File: config.mk
export PLATFORM = sky130hd
export DESIGN_NAME = irqmon_bank
export DESIGN_NICKNAME = d
export VERILOG_FILES = /design/src/irqmon_pkg.sv /design/src/irqmon_bank.sv
export VERILOG_INCLUDE_DIRS = /design/src
export SDC_FILE = /design/constraint.sdc
export NUM_CORES = 1
export LEC_CHECK = 0
export ABC_AREA = 1
export BUFFER_PORTS_ARGS = -buffer_cell sky130_fd_sc_hd__buf_2
export CAP_MARGIN = 40
export CORE_MARGIN = 2
export CORE_UTILIZATION = 44
export CTS_CLUSTER_DIAMETER = 100
export DETAILED_ROUTE_END_ITERATION = 8
export GPL_TIMING_DRIVEN = 1
export PLACE_DENSITY = 0.81
export SYNTH_ARGS = -nofsm -noshare
export SYNTH_HDL_FRONTEND = slang
export SYNTH_SLANG_ARGS = --single-unit
export TNS_END_PERCENT = 50
File: constraint.sdc
create_clock -name clk -period 1.09 [get_ports clk]
set_input_delay 0.218 -clock clk [delete_from_list [all_inputs] [get_ports clk]]
set_output_delay 0.218 -clock clk [all_outputs]
set_load 0.01 [all_outputs]
File: src/irqmon_defs.svh
// register offsets, field positions and reset values of the request monitor bank
// assumes inclusion by the bank module
`ifndef IRQMON_DEFS_SVH
`define IRQMON_DEFS_SVH
`define IRQMON_V49_OFS    8'h00
`define IRQMON_V50_OFS    8'h04
`define IRQMON_V51_OFS    8'h08
`define IRQMON_V52_OFS    8'h0C
`define IRQMON_V53_OFS    8'h10
`define IRQMON_V54_OFS    8'h14
`define IRQMON_ROUTE_OFS  8'h18
`define IRQMON_ROUTE_RST  5'h00
`define IRQMON_MON_RST    32'h0000_0000
`define IRQMON_RESP_OKAY  2'h0
`define IRQMON_RESP_SLV   2'h2
`define IRQMON_V49_MFS_LSB 4
`define IRQMON_V49_PMI    2
`define IRQMON_V49_SBD    1
`define IRQMON_V49_CAN    0
`define IRQMON_STAT_LSB   2
`define IRQMON_EP0_OUT    1
`define IRQMON_EP0_IN     0
`define IRQMON_V52_RC0    5
`define IRQMON_V53_RC1    6
`endif

File: src/irqmon_pkg.sv
// types shared by the request monitor bank
// assumes irqmon_defs.svh on the include path
package irqmon_pkg;
  // one usb function controller: endpoint 5..1 drq, grouped status 3..0, ep0 out/in
  typedef struct packed {
    logic [4:0] ep_data_request;
    logic [3:0] grouped_status;
    logic       ep0_out_data_request;
    logic       ep0_in_data_request;
  } irqmon_usb_s;
  typedef struct packed {
    logic [2:0]  serial_channel_requests;
    logic        mac1_power_mgmt_request;
    logic        mac1_system_bus_request;
    logic        can1_request;
    irqmon_usb_s usb_port0_requests;
    irqmon_usb_s usb_port1_requests;
    logic        remote_rx0_request;
    logic        remote_rx1_request;
    logic [7:0]  dma_channel_requests;
  } irqmon_src_s;
  typedef enum logic [1:0] {
    IRQMON_WR_IDLE = 2'h0,
    IRQMON_WR_RESP = 2'h1
  } irqmon_wr_e;
  typedef enum logic [1:0] {
    IRQMON_RD_IDLE = 2'h0,
    IRQMON_RD_DATA = 2'h1
  } irqmon_rd_e;
  typedef logic [31:0] irqmon_word_t;
endpackage

File: src/irqmon_bank.sv
// request monitor bank: six read-only per-vector request monitors behind an axi4-lite slave
// assumes request lines synchronous to clk, one outstanding read and one write at a time
//
// Summary of operation
// - vector49 monitor shows all requests of vector 49 in one read.
// - unassigned monitor bits are reserved and read zero.
// - vector49 bits 6..4 serial status, transmit, receive; bit 3 reads zero.
// - vector49 bit 2 follows mac1 power management request.
// - vector49 bit 1 follows mac1 system bus request.
// - vector49 bit 0 follows can1 request.
// - vector50 monitor shows all requests of vector 50.
// - vector50 bits 4..0 show usb port0 endpoint 5..1 data requests.
// - usb port0 endpoint routed to dma reads zero in its bit.
// - vector51 monitor shows all requests of vector 51.
// - vector51 bits 5..2 show usb port0 grouped status requests.
// - vector51 bit 1 ep0 out, bit 0 ep0 in of usb port0.
// - vector52 monitor shows all requests of vector 52.
// - vector52 bit 5 follows remote receiver 0 request.
// - vector52 bits 4..0 show usb port1 endpoint 5..1 data requests.
// - vector53 monitor shows all requests of vector 53.
// - vector53 bit 6 follows remote receiver 1 request.
// - vector53 bits 5..2 usb port1 status, bit 1 ep0 out, bit 0 ep0 in.
// - vector54 monitor shows all requests of vector 54.
// - vector54 bit n follows dma channel n request.
// - monitor bits are read-only, one when pending, zero after reset.
`include "irqmon_defs.svh"
`timescale 1ns/1ns
`default_nettype none
module irqmon_bank (
  input  wire logic                   clk,
  input  wire logic                   rst,
  input  wire irqmon_pkg::irqmon_src_s src_req,
  input  wire logic                   s_axi_awvalid,
  output logic                        s_axi_awready,
  input  wire logic [7:0]             s_axi_awaddr,
  input  wire logic                   s_axi_wvalid,
  output logic                        s_axi_wready,
  input  wire logic [31:0]            s_axi_wdata,
  input  wire logic [3:0]             s_axi_wstrb,
  output logic                        s_axi_bvalid,
  input  wire logic                   s_axi_bready,
  output logic [1:0]                  s_axi_bresp,
  input  wire logic                   s_axi_arvalid,
  output logic                        s_axi_arready,
  input  wire logic [7:0]             s_axi_araddr,
  output logic                        s_axi_rvalid,
  input  wire logic                   s_axi_rready,
  output logic [31:0]                 s_axi_rdata,
  output logic [1:0]                  s_axi_rresp,
  output logic [4:0]                  dma_request_routing_select
);

  // ****************************************
  // monitor capture
  // ****************************************
  irqmon_pkg::irqmon_word_t mon_reg [6];
  irqmon_pkg::irqmon_word_t mon_next [6];
  logic [4:0]               route_reg;
  logic [4:0]               usb0_drq_cpu;

  assign dma_request_routing_select = route_reg;
  // endpoints steered to the dma controller are hidden from the cpu
  assign usb0_drq_cpu = src_req.usb_port0_requests.ep_data_request & ~route_reg;

  always_comb begin
    for (int i = 0; i < 6; i++) begin
      mon_next[i] = `IRQMON_MON_RST;
    end
    mon_next[0][`IRQMON_V49_MFS_LSB +: 3] = src_req.serial_channel_requests;
    mon_next[0][`IRQMON_V49_PMI]          = src_req.mac1_power_mgmt_request;
    mon_next[0][`IRQMON_V49_SBD]          = src_req.mac1_system_bus_request;
    mon_next[0][`IRQMON_V49_CAN]          = src_req.can1_request;
    mon_next[1][4:0]                      = usb0_drq_cpu;
    mon_next[2][`IRQMON_STAT_LSB +: 4]    = src_req.usb_port0_requests.grouped_status;
    mon_next[2][`IRQMON_EP0_OUT]          = src_req.usb_port0_requests.ep0_out_data_request;
    mon_next[2][`IRQMON_EP0_IN]           = src_req.usb_port0_requests.ep0_in_data_request;
    mon_next[3][`IRQMON_V52_RC0]          = src_req.remote_rx0_request;
    mon_next[3][4:0]                      = src_req.usb_port1_requests.ep_data_request;
    mon_next[4][`IRQMON_V53_RC1]          = src_req.remote_rx1_request;
    mon_next[4][`IRQMON_STAT_LSB +: 4]    = src_req.usb_port1_requests.grouped_status;
    mon_next[4][`IRQMON_EP0_OUT]          = src_req.usb_port1_requests.ep0_out_data_request;
    mon_next[4][`IRQMON_EP0_IN]           = src_req.usb_port1_requests.ep0_in_data_request;
    mon_next[5][7:0]                      = src_req.dma_channel_requests;
  end

  // monitors follow the live lines every cycle, reads never touch them
  always_ff @(posedge clk) begin
    for (int i = 0; i < 6; i++) begin
      if (rst) begin
        mon_reg[i] <= `IRQMON_MON_RST;
      end else begin
        mon_reg[i] <= mon_next[i];
      end
    end
  end

  // ****************************************
  // axi4-lite write channel
  // ****************************************
  irqmon_pkg::irqmon_wr_e wr_state;
  logic                   aw_held;
  logic                   w_held;
  logic [7:0]             aw_addr_reg;
  logic [31:0]            w_data_reg;
  logic [3:0]             w_strb_reg;
  logic                   wr_fire;
  logic                   wr_hit;

  assign s_axi_awready = (wr_state == irqmon_pkg::IRQMON_WR_IDLE) && !aw_held;
  assign s_axi_wready  = (wr_state == irqmon_pkg::IRQMON_WR_IDLE) && !w_held;
  assign wr_fire = (wr_state == irqmon_pkg::IRQMON_WR_IDLE) && aw_held && w_held;

  always_ff @(posedge clk) begin
    if (rst) begin
      aw_held     <= 1'b0;
      aw_addr_reg <= 8'h00;
    end else if (s_axi_awvalid && s_axi_awready) begin
      aw_held     <= 1'b1;
      aw_addr_reg <= s_axi_awaddr;
    end else if (wr_fire) begin
      aw_held <= 1'b0;
    end
  end

  always_ff @(posedge clk) begin
    if (rst) begin
      w_held     <= 1'b0;
      w_data_reg <= 32'h0000_0000;
      w_strb_reg <= 4'h0;
    end else if (s_axi_wvalid && s_axi_wready) begin
      w_held     <= 1'b1;
      w_data_reg <= s_axi_wdata;
      w_strb_reg <= s_axi_wstrb;
    end else if (wr_fire) begin
      w_held <= 1'b0;
    end
  end

  // monitors accept writes silently; unmapped addresses answer slverr
  always_comb begin
    if (aw_addr_reg[7:2] == `IRQMON_ROUTE_OFS >> 2) begin
      wr_hit = 1'b1;
    end else if (aw_addr_reg[7:2] <= `IRQMON_V54_OFS >> 2) begin
      wr_hit = 1'b1;
    end else begin
      wr_hit = 1'b0;
    end
  end

  always_ff @(posedge clk) begin
    if (rst) begin
      route_reg <= `IRQMON_ROUTE_RST;
    end else if (wr_fire && aw_addr_reg[7:2] == `IRQMON_ROUTE_OFS >> 2 && w_strb_reg[0]) begin
      route_reg <= w_data_reg[4:0];
    end
  end

  always_ff @(posedge clk) begin
    if (rst) begin
      wr_state    <= irqmon_pkg::IRQMON_WR_IDLE;
      s_axi_bresp <= `IRQMON_RESP_OKAY;
    end else begin
      case (wr_state)
        irqmon_pkg::IRQMON_WR_IDLE: begin
          if (wr_fire) begin
            wr_state    <= irqmon_pkg::IRQMON_WR_RESP;
            s_axi_bresp <= wr_hit ? `IRQMON_RESP_OKAY : `IRQMON_RESP_SLV;
          end
        end
        irqmon_pkg::IRQMON_WR_RESP: begin
          if (s_axi_bready) begin
            wr_state <= irqmon_pkg::IRQMON_WR_IDLE;
          end
        end
        default: begin
          wr_state <= irqmon_pkg::IRQMON_WR_IDLE;
        end
      endcase
    end
  end

  assign s_axi_bvalid = (wr_state == irqmon_pkg::IRQMON_WR_RESP);

  // ****************************************
  // axi4-lite read channel
  // ****************************************
  irqmon_pkg::irqmon_rd_e rd_state;
  logic [31:0]            rd_word;
  logic [1:0]             rd_resp;

  assign s_axi_arready = (rd_state == irqmon_pkg::IRQMON_RD_IDLE);
  assign s_axi_rvalid  = (rd_state == irqmon_pkg::IRQMON_RD_DATA);

  always_comb begin
    rd_resp = `IRQMON_RESP_OKAY;
    if (s_axi_araddr[7:2] == `IRQMON_ROUTE_OFS >> 2) begin
      rd_word = {27'h0, route_reg};
    end else if (s_axi_araddr[7:2] <= `IRQMON_V54_OFS >> 2) begin
      rd_word = mon_reg[s_axi_araddr[4:2]];
    end else begin
      rd_word = 32'h0000_0000;
      rd_resp = `IRQMON_RESP_SLV;
    end
  end

  always_ff @(posedge clk) begin
    if (rst) begin
      rd_state    <= irqmon_pkg::IRQMON_RD_IDLE;
      s_axi_rdata <= 32'h0000_0000;
      s_axi_rresp <= `IRQMON_RESP_OKAY;
    end else begin
      case (rd_state)
        irqmon_pkg::IRQMON_RD_IDLE: begin
          if (s_axi_arvalid) begin
            rd_state    <= irqmon_pkg::IRQMON_RD_DATA;
            s_axi_rdata <= rd_word;
            s_axi_rresp <= rd_resp;
          end
        end
        irqmon_pkg::IRQMON_RD_DATA: begin
          if (s_axi_rready) begin
            rd_state <= irqmon_pkg::IRQMON_RD_IDLE;
          end
        end
        default: begin
          rd_state <= irqmon_pkg::IRQMON_RD_IDLE;
        end
      endcase
    end
  end
endmodule // irqmon_bank
`default_nettype wire

==> flow_metrics.env, run 1 <==
export IMPL_synth_edf_count=0
export IMPL_grt_pass1_wl_mm=9.76
export IMPL_pwr_density_cell_nw_per_um2=1510
export IMPL_clock_skew_ps=3.73
export IMPL_violations="negative setup slack"
export IMPL_cp_end_kind="flip-flop"
export IMPL_rsz0062_at_grt="yes"
export IMPL_wl_per_cell_microns=10.5
export IMPL_worstPathArrival_ps=1450
export IMPL_wl_mm=6.04
export IMPL_synth_seq_cells=69
export IMPL_hold_class="in2reg"
export IMPL_largest_reg_flops=38
export IMPL_yosysTopAreaCell="dfxtp_1"
export IMPL_seq_area_sq_um=1400
export IMPL_place_congestion=0.810
export IMPL_initial_core_util=0.455
export IMPL_drc=0
export IMPL_drt_iter0_markers=92
export IMPL_ys_seq_area_frac=0.478
export IMPL_synth_top_area_share=0.478
export IMPL_cp_max_fo=6
export IMPL_vias_per_cell=4.39
export IMPL_cellLeakagePower_nw=1.94
export IMPL_clock_path_buffers=2
export IMPL_dp_slack_ps=-100
export IMPL_htree_num_levels=3
export IMPL_critPathRequiredTime_ps=1360
export IMPL_cpPeakStageDelay_ps=380
export IMPL_status="finished, violations left"
export IMPL_yosys_top_cells_area="dfxtp_1 48%, nand2_1 11%, nor2_1 10%"
export IMPL_total_power_w=0.00542
export IMPL_fin_area_sq_um=3600
export IMPL_holdWs_ps=72.4
export IMPL_drt_pass1_iterations=4
export IMPL_die_w_microns=85.0
export IMPL_min_period_ps=1180
export IMPL_max_freq_mhz=847
export IMPL_cts_sinks=69
export IMPL_rows=29
export IMPL_die_area_sq_um=7230
export IMPL_ant_nets=0
export IMPL_nFillCells=591
export IMPL_core_area_sq_um=6350
export IMPL_dp_cells=558
export IMPL_path_buf_inv=0
export IMPL_fin_crit_sh=1.08
export IMPL_cts_root_buf="clkbuf_8"
export IMPL_die_h_microns=85.0
export IMPL_final_max_slew_viol_count=0
export IMPL_avgSynthCellArea_sq_um=7.11
export IMPL_vias=2540
export IMPL_clock_latency_ps=340
export IMPL_cts_buffers=9
export IMPL_maxCapViolations=0
export IMPL_worst_slack_ps=-90.8
export IMPL_worstSetupPathType="reg2reg"
export IMPL_place_area_sq_um=3300
export IMPL_start_kind="flip-flop"
export IMPL_nets=593
export IMPL_synth_most_common_cell="nand2_1"
export IMPL_synth_warnings=0
export IMPL_portBuffers=82
export IMPL_cp_top_family="simple AND/OR/NAND/NOR gates"
export IMPL_synth_common_cells="81 x nand2_1, 78 x nor2_1, 69 x dfxtp_1, 57 x inv_1, 31 x a21oi_1"
export IMPL_dominantRegCellSynth="dfxtp_1"
export IMPL_num_io_pins=143
export IMPL_path_cells="nor2_2 -> nand2_2 -> nor2_4 -> nand2_2 -> nand2_1 -> nand2_1 -> nor2_1"
export IMPL_slowest_stage="dfxtp_4"
export IMPL_synthesis_area_sq_um=2890
export IMPL_stdcell_count=578
export IMPL_dpl_hpwl_mm=4.45
export IMPL_synth_cell_type_count=20
export IMPL_areaGrowthSynthToFinish_pct=24.6
export IMPL_multi_input_area_sq_um=1130
export IMPL_clk_pin_slew_worst_paths_ps=70
export IMPL_final_hold_viol_count=0
export IMPL_ys_async_sr_fraction=0
export IMPL_setup_violations=8
export IMPL_syn_inst=406
export IMPL_overflow=0
export IMPL_grt_usage=0.172
export IMPL_irDropWorstVdd_v=0.000902
export IMPL_grt_pass1_vias=2345
export IMPL_n_antenna_cell=0
export IMPL_grt_max_degree=46
export IMPL_antenna_found_initial=0
export IMPL_drive_gt1_frac=0.275
export IMPL_tritoncts="built"
-- power by group --
part           switching, W  internal (W)  leakage (nW)  total (W)
clock network      0.000947       0.00104        0.0987    0.00199
logic              0.000398      0.000299          1.27   0.000697
registers         0.0000661       0.00267         0.575    0.00273
-- worst paths after layout --
check,end,slack (ps),startpoint,depth (start not counted)
max reg2reg,dma_request_routing_select[4],-90,wr_state[0],7
min reg2reg,aw_addr_reg[5],450,aw_addr_reg[5],2
max,dma_request_routing_select[4],-90,wr_state[0],7
min,mon_reg[0][5],70,src_req[36],3
-- metrics by stage --
step            util  setup TNS [ps]
2_1_floorplan      -            -109
3_3_place_gp   0.520            -273
3_5_place_dp   0.520            -585
4_1_cts        0.558            -276
5_1_grt        0.567           -1080
6_report       0.567            -503
-- kinds of logic (layout without fill, tap and decap cells) --
logic type,after synthesis,count (layout),synth area share
other,1,26,0.00130
AO/OA/AOI/OAI,53,53,0.0927
buffers and inverters,103,172,0.175
AND/OR/NAND/NOR,180,181,0.253
flip-flops,69,69,0.478
-- routing by layer --
layer,track usage,wire length (microns),vias up
met5,0,0,-
met4,0.0851,135,0
met3,0.0613,455,13
met2,0.276,2820,84
met1,0.205,2630,1094
li1,-,-,1349
-- timing repair --
action | in CTS | in global routing
pin swaps | 2 | 4
buffers inserted | 2 | 1
hold buffers | 0 | 0
cloned | 0 | 1
resized for setup | 13 | 11
setup endpoints to repair | 12 | 31
-- worst min-delay path, delay by kind of cell --
family / cells / cell delay [ps]
buf+inv: 2 / 100
simple gates: 1 / 60
-- cell usage in the layout, fill, tap and decap left out, types with 6 or more instances in the layout --
| cell | netlist | routed |
|---|---|---|
| a21oi_1 | 31 | 31 |
| inv_2 | 7 | 7 |
| nand3_1 | 13 | 13 |
| nand2_1 | 81 | 78 |
| clkbuf_8 | 0 | 9 |
| buf_2 | 7 | 77 |
| o21ai_1 | 8 | 8 |
| buf_4 | 27 | 8 |
| o21ai_0 | 13 | 13 |
| conb_1 | 1 | 26 |
| dfxtp_2 | 0 | 6 |
| inv_1 | 57 | 57 |
| dfxtp_1 | 69 | 61 |
| nor2_1 | 78 | 75 |
-- final cells by class --
type,instances,share of cell area
well taps,77,0.0268
multi-input cells,260,0.315
inverters,64,0.0668
flip-flops and latches,69,0.388
clock inverters,7,0.0184
repair buffers,92,0.151
clock buffers,9,0.0344
No activity file was read; power rests on OpenSTA's default activity.
==> inputs of run 2 (changes only) <==
--- a/config.mk
+++ b/config.mk
@@ -15,6 +15,7 @@
 export DETAILED_ROUTE_END_ITERATION = 8
 export GPL_TIMING_DRIVEN = 1
 export PLACE_DENSITY = 0.81
+export REMOVE_ABC_BUFFERS = 1
 export SYNTH_ARGS = -nofsm -noshare
 export SYNTH_HDL_FRONTEND = slang
 export SYNTH_SLANG_ARGS = --single-unit
==> run 2 against run 1 <==
The run still ends with negative setup slack left. Core utilization grew 0.43 points. Routed wire length grew 7.0%. Maximum frequency grew 3.5%. Clock power grew 8%. Combinational power grew 1%. Die area is the same. First-iteration DRC count grew 40%. Via count grew 2.3%. Final cell count grew 0.69%. Sequential share of layout area shrank 0.19 points. Critical path type is now reg2out.
==> flow_metrics.env, run 2 (synthesis gave the netlist of run 1 again) <==
export IMPL_status="finished, violations left"
export IMPL_cellLeakagePower_nw=1.96
export IMPL_max_freq_mhz=876
export IMPL_clock_skew_ps=10.9
export IMPL_fin_crit_sh=1.05
export IMPL_violations="negative setup slack"
export IMPL_grt_pass1_wl_mm=10.5
export IMPL_wl_per_cell_microns=11.1
export IMPL_multi_input_area_sq_um=1130
export IMPL_r2r_slack_ps=-30
export IMPL_tritoncts="built"
export IMPL_die_h_microns=85.0
export IMPL_r2r_cells=8
export IMPL_overflow=0
export IMPL_antenna_found_initial=0
export IMPL_nets=597
export IMPL_clock_latency_ps=330
export IMPL_total_power_w=0.00559
export IMPL_stdcell_count=582
export IMPL_place_congestion=0.783
export IMPL_clock_path_buffers=2
export IMPL_final_max_slew_viol_count=0
export IMPL_wl_mm=6.47
export IMPL_final_util=0.571
export IMPL_pwr_density_cell_nw_per_um2=1540
export IMPL_clk_pin_slew_worst_paths_ps=80
export IMPL_cts_buffers=9
export IMPL_hold_class="in2reg"
export IMPL_worstSetupPathType="reg2out"
export IMPL_cp_end_kind="output port"
export IMPL_critPathRequiredTime_ps=870
export IMPL_seq_area_sq_um=1400
export IMPL_setup_violations=8
export IMPL_cts_sinks=69
export IMPL_start_kind="flip-flop"
export IMPL_die_w_microns=85.0
export IMPL_hold_path_cell_count=3
export IMPL_worstPathArrival_ps=920
export IMPL_slowest_stage="dfxtp_4"
export IMPL_fin_area_sq_um=3620
export IMPL_grt_max_degree=25
export IMPL_largest_reg_flops=38
export IMPL_cpPeakStageDelay_ps=380
export IMPL_grt_pass1_vias=2496
export IMPL_min_period_ps=1140
export IMPL_die_area_sq_um=7230
export IMPL_place_area_sq_um=3330
export IMPL_nFillCells=605
export IMPL_drc=0
export IMPL_dp_cells=563
export IMPL_rr_startpoint="aw_held"
export IMPL_reg2reg_to="dma_request_routing_select[4]"
export IMPL_cts_root_buf="clkbuf_8"
export IMPL_initial_core_util=0.455
export IMPL_ant_nets=0
export IMPL_worst_slack_ps=-51.0
export IMPL_portBuffers=82
export IMPL_dpl_hpwl_mm=4.81
export IMPL_vias=2599
export IMPL_final_cell_mix="79 x nand2_1, 79 x buf_2, 75 x nor2_1, 58 x dfxtp_1, 57 x inv_1"
export IMPL_cp_max_fo=6
export IMPL_drive_gt1_frac=0.283
export IMPL_final_hold_viol_count=0
export IMPL_num_io_pins=143
export IMPL_path_cells="nor2_4 -> buf_6"
export IMPL_n_antenna_cell=0
export IMPL_min_to="mon_reg[2][5]"
export IMPL_maxCapViolations=0
export IMPL_vias_per_cell=4.47
export IMPL_areaGrowthSynthToFinish_pct=25.5
export IMPL_irDropWorstVdd_v=0.000846
export IMPL_dp_slack_ps=-68.0
export IMPL_htree_num_levels=3
export IMPL_grt_usage=0.181
export IMPL_drt_iter0_markers=129
export IMPL_rows=29
export IMPL_core_area_sq_um=6350
export IMPL_drt_pass1_iterations=4
export IMPL_rsz0062_at_grt="yes"
export IMPL_worstHoldStart="src_req[26]"
run 2: layer usage:
layer  share of wire  wire length [microns]  track usage
met3           0.053                    346       0.0418
met2            0.51                   3320        0.320
met1            0.42                   2700        0.214
met4           0.017                    108       0.0635
met5               0                      0            0
run 2: timing repair:
item                       CTS  global route
pin swaps                    3             1
setup endpoints to repair   19            28
hold buffers                 0             0
cloned                       1             0
setup buffers                2             0
resized for setup           14            14
run 2: worst max path at each step:
stage	from	to	depth (start not counted)
finish	wr_state[0]	s_axi_wready	2
global route	wr_state[0]	dma_request_routing_select[2]	7
CTS	wr_state[0]	s_axi_wready	2
detailed placement	s_axi_araddr[2]	s_axi_rdata[2]	6
global placement	s_axi_araddr[2]	s_axi_rresp[1]	7
floorplan	rd_state[0]	s_axi_rdata[0]	5
run 2: metrics by stage:
step,setup TNS (ps),hold slack [ps]
6_report,-197,80.0
5_1_grt,-1180,78.0
4_1_cts,-281,67.1
3_5_place_dp,-694,425
3_3_place_gp,-287,418
2_1_floorplan,-276,287
run 2: critical path, delay by kind of cell, from the launching register on:
family,cells,cell delay [ps]
buffers and inverters,1,110
flip-flops,1,380
AND/OR/NAND/NOR,1,100
run 2: cell type report:
class | instances | area share
Timing Repair Buffer | 96 | 0.151
Clock inverter | 3 | 0.0117
Clock buffer | 13 | 0.0466
Inverter | 64 | 0.0663
Sequential cell | 69 | 0.386
Tap cell | 77 | 0.0266
Multi-Input combinational cell | 260 | 0.312
run 2: where the power goes:
part / internal, W / switching [W]
sequential: 0.00267 / 0.0000667
combinational: 0.000296 / 0.000409
clock: 0.00124 / 0.000904
total: 0.00421 / 0.00138
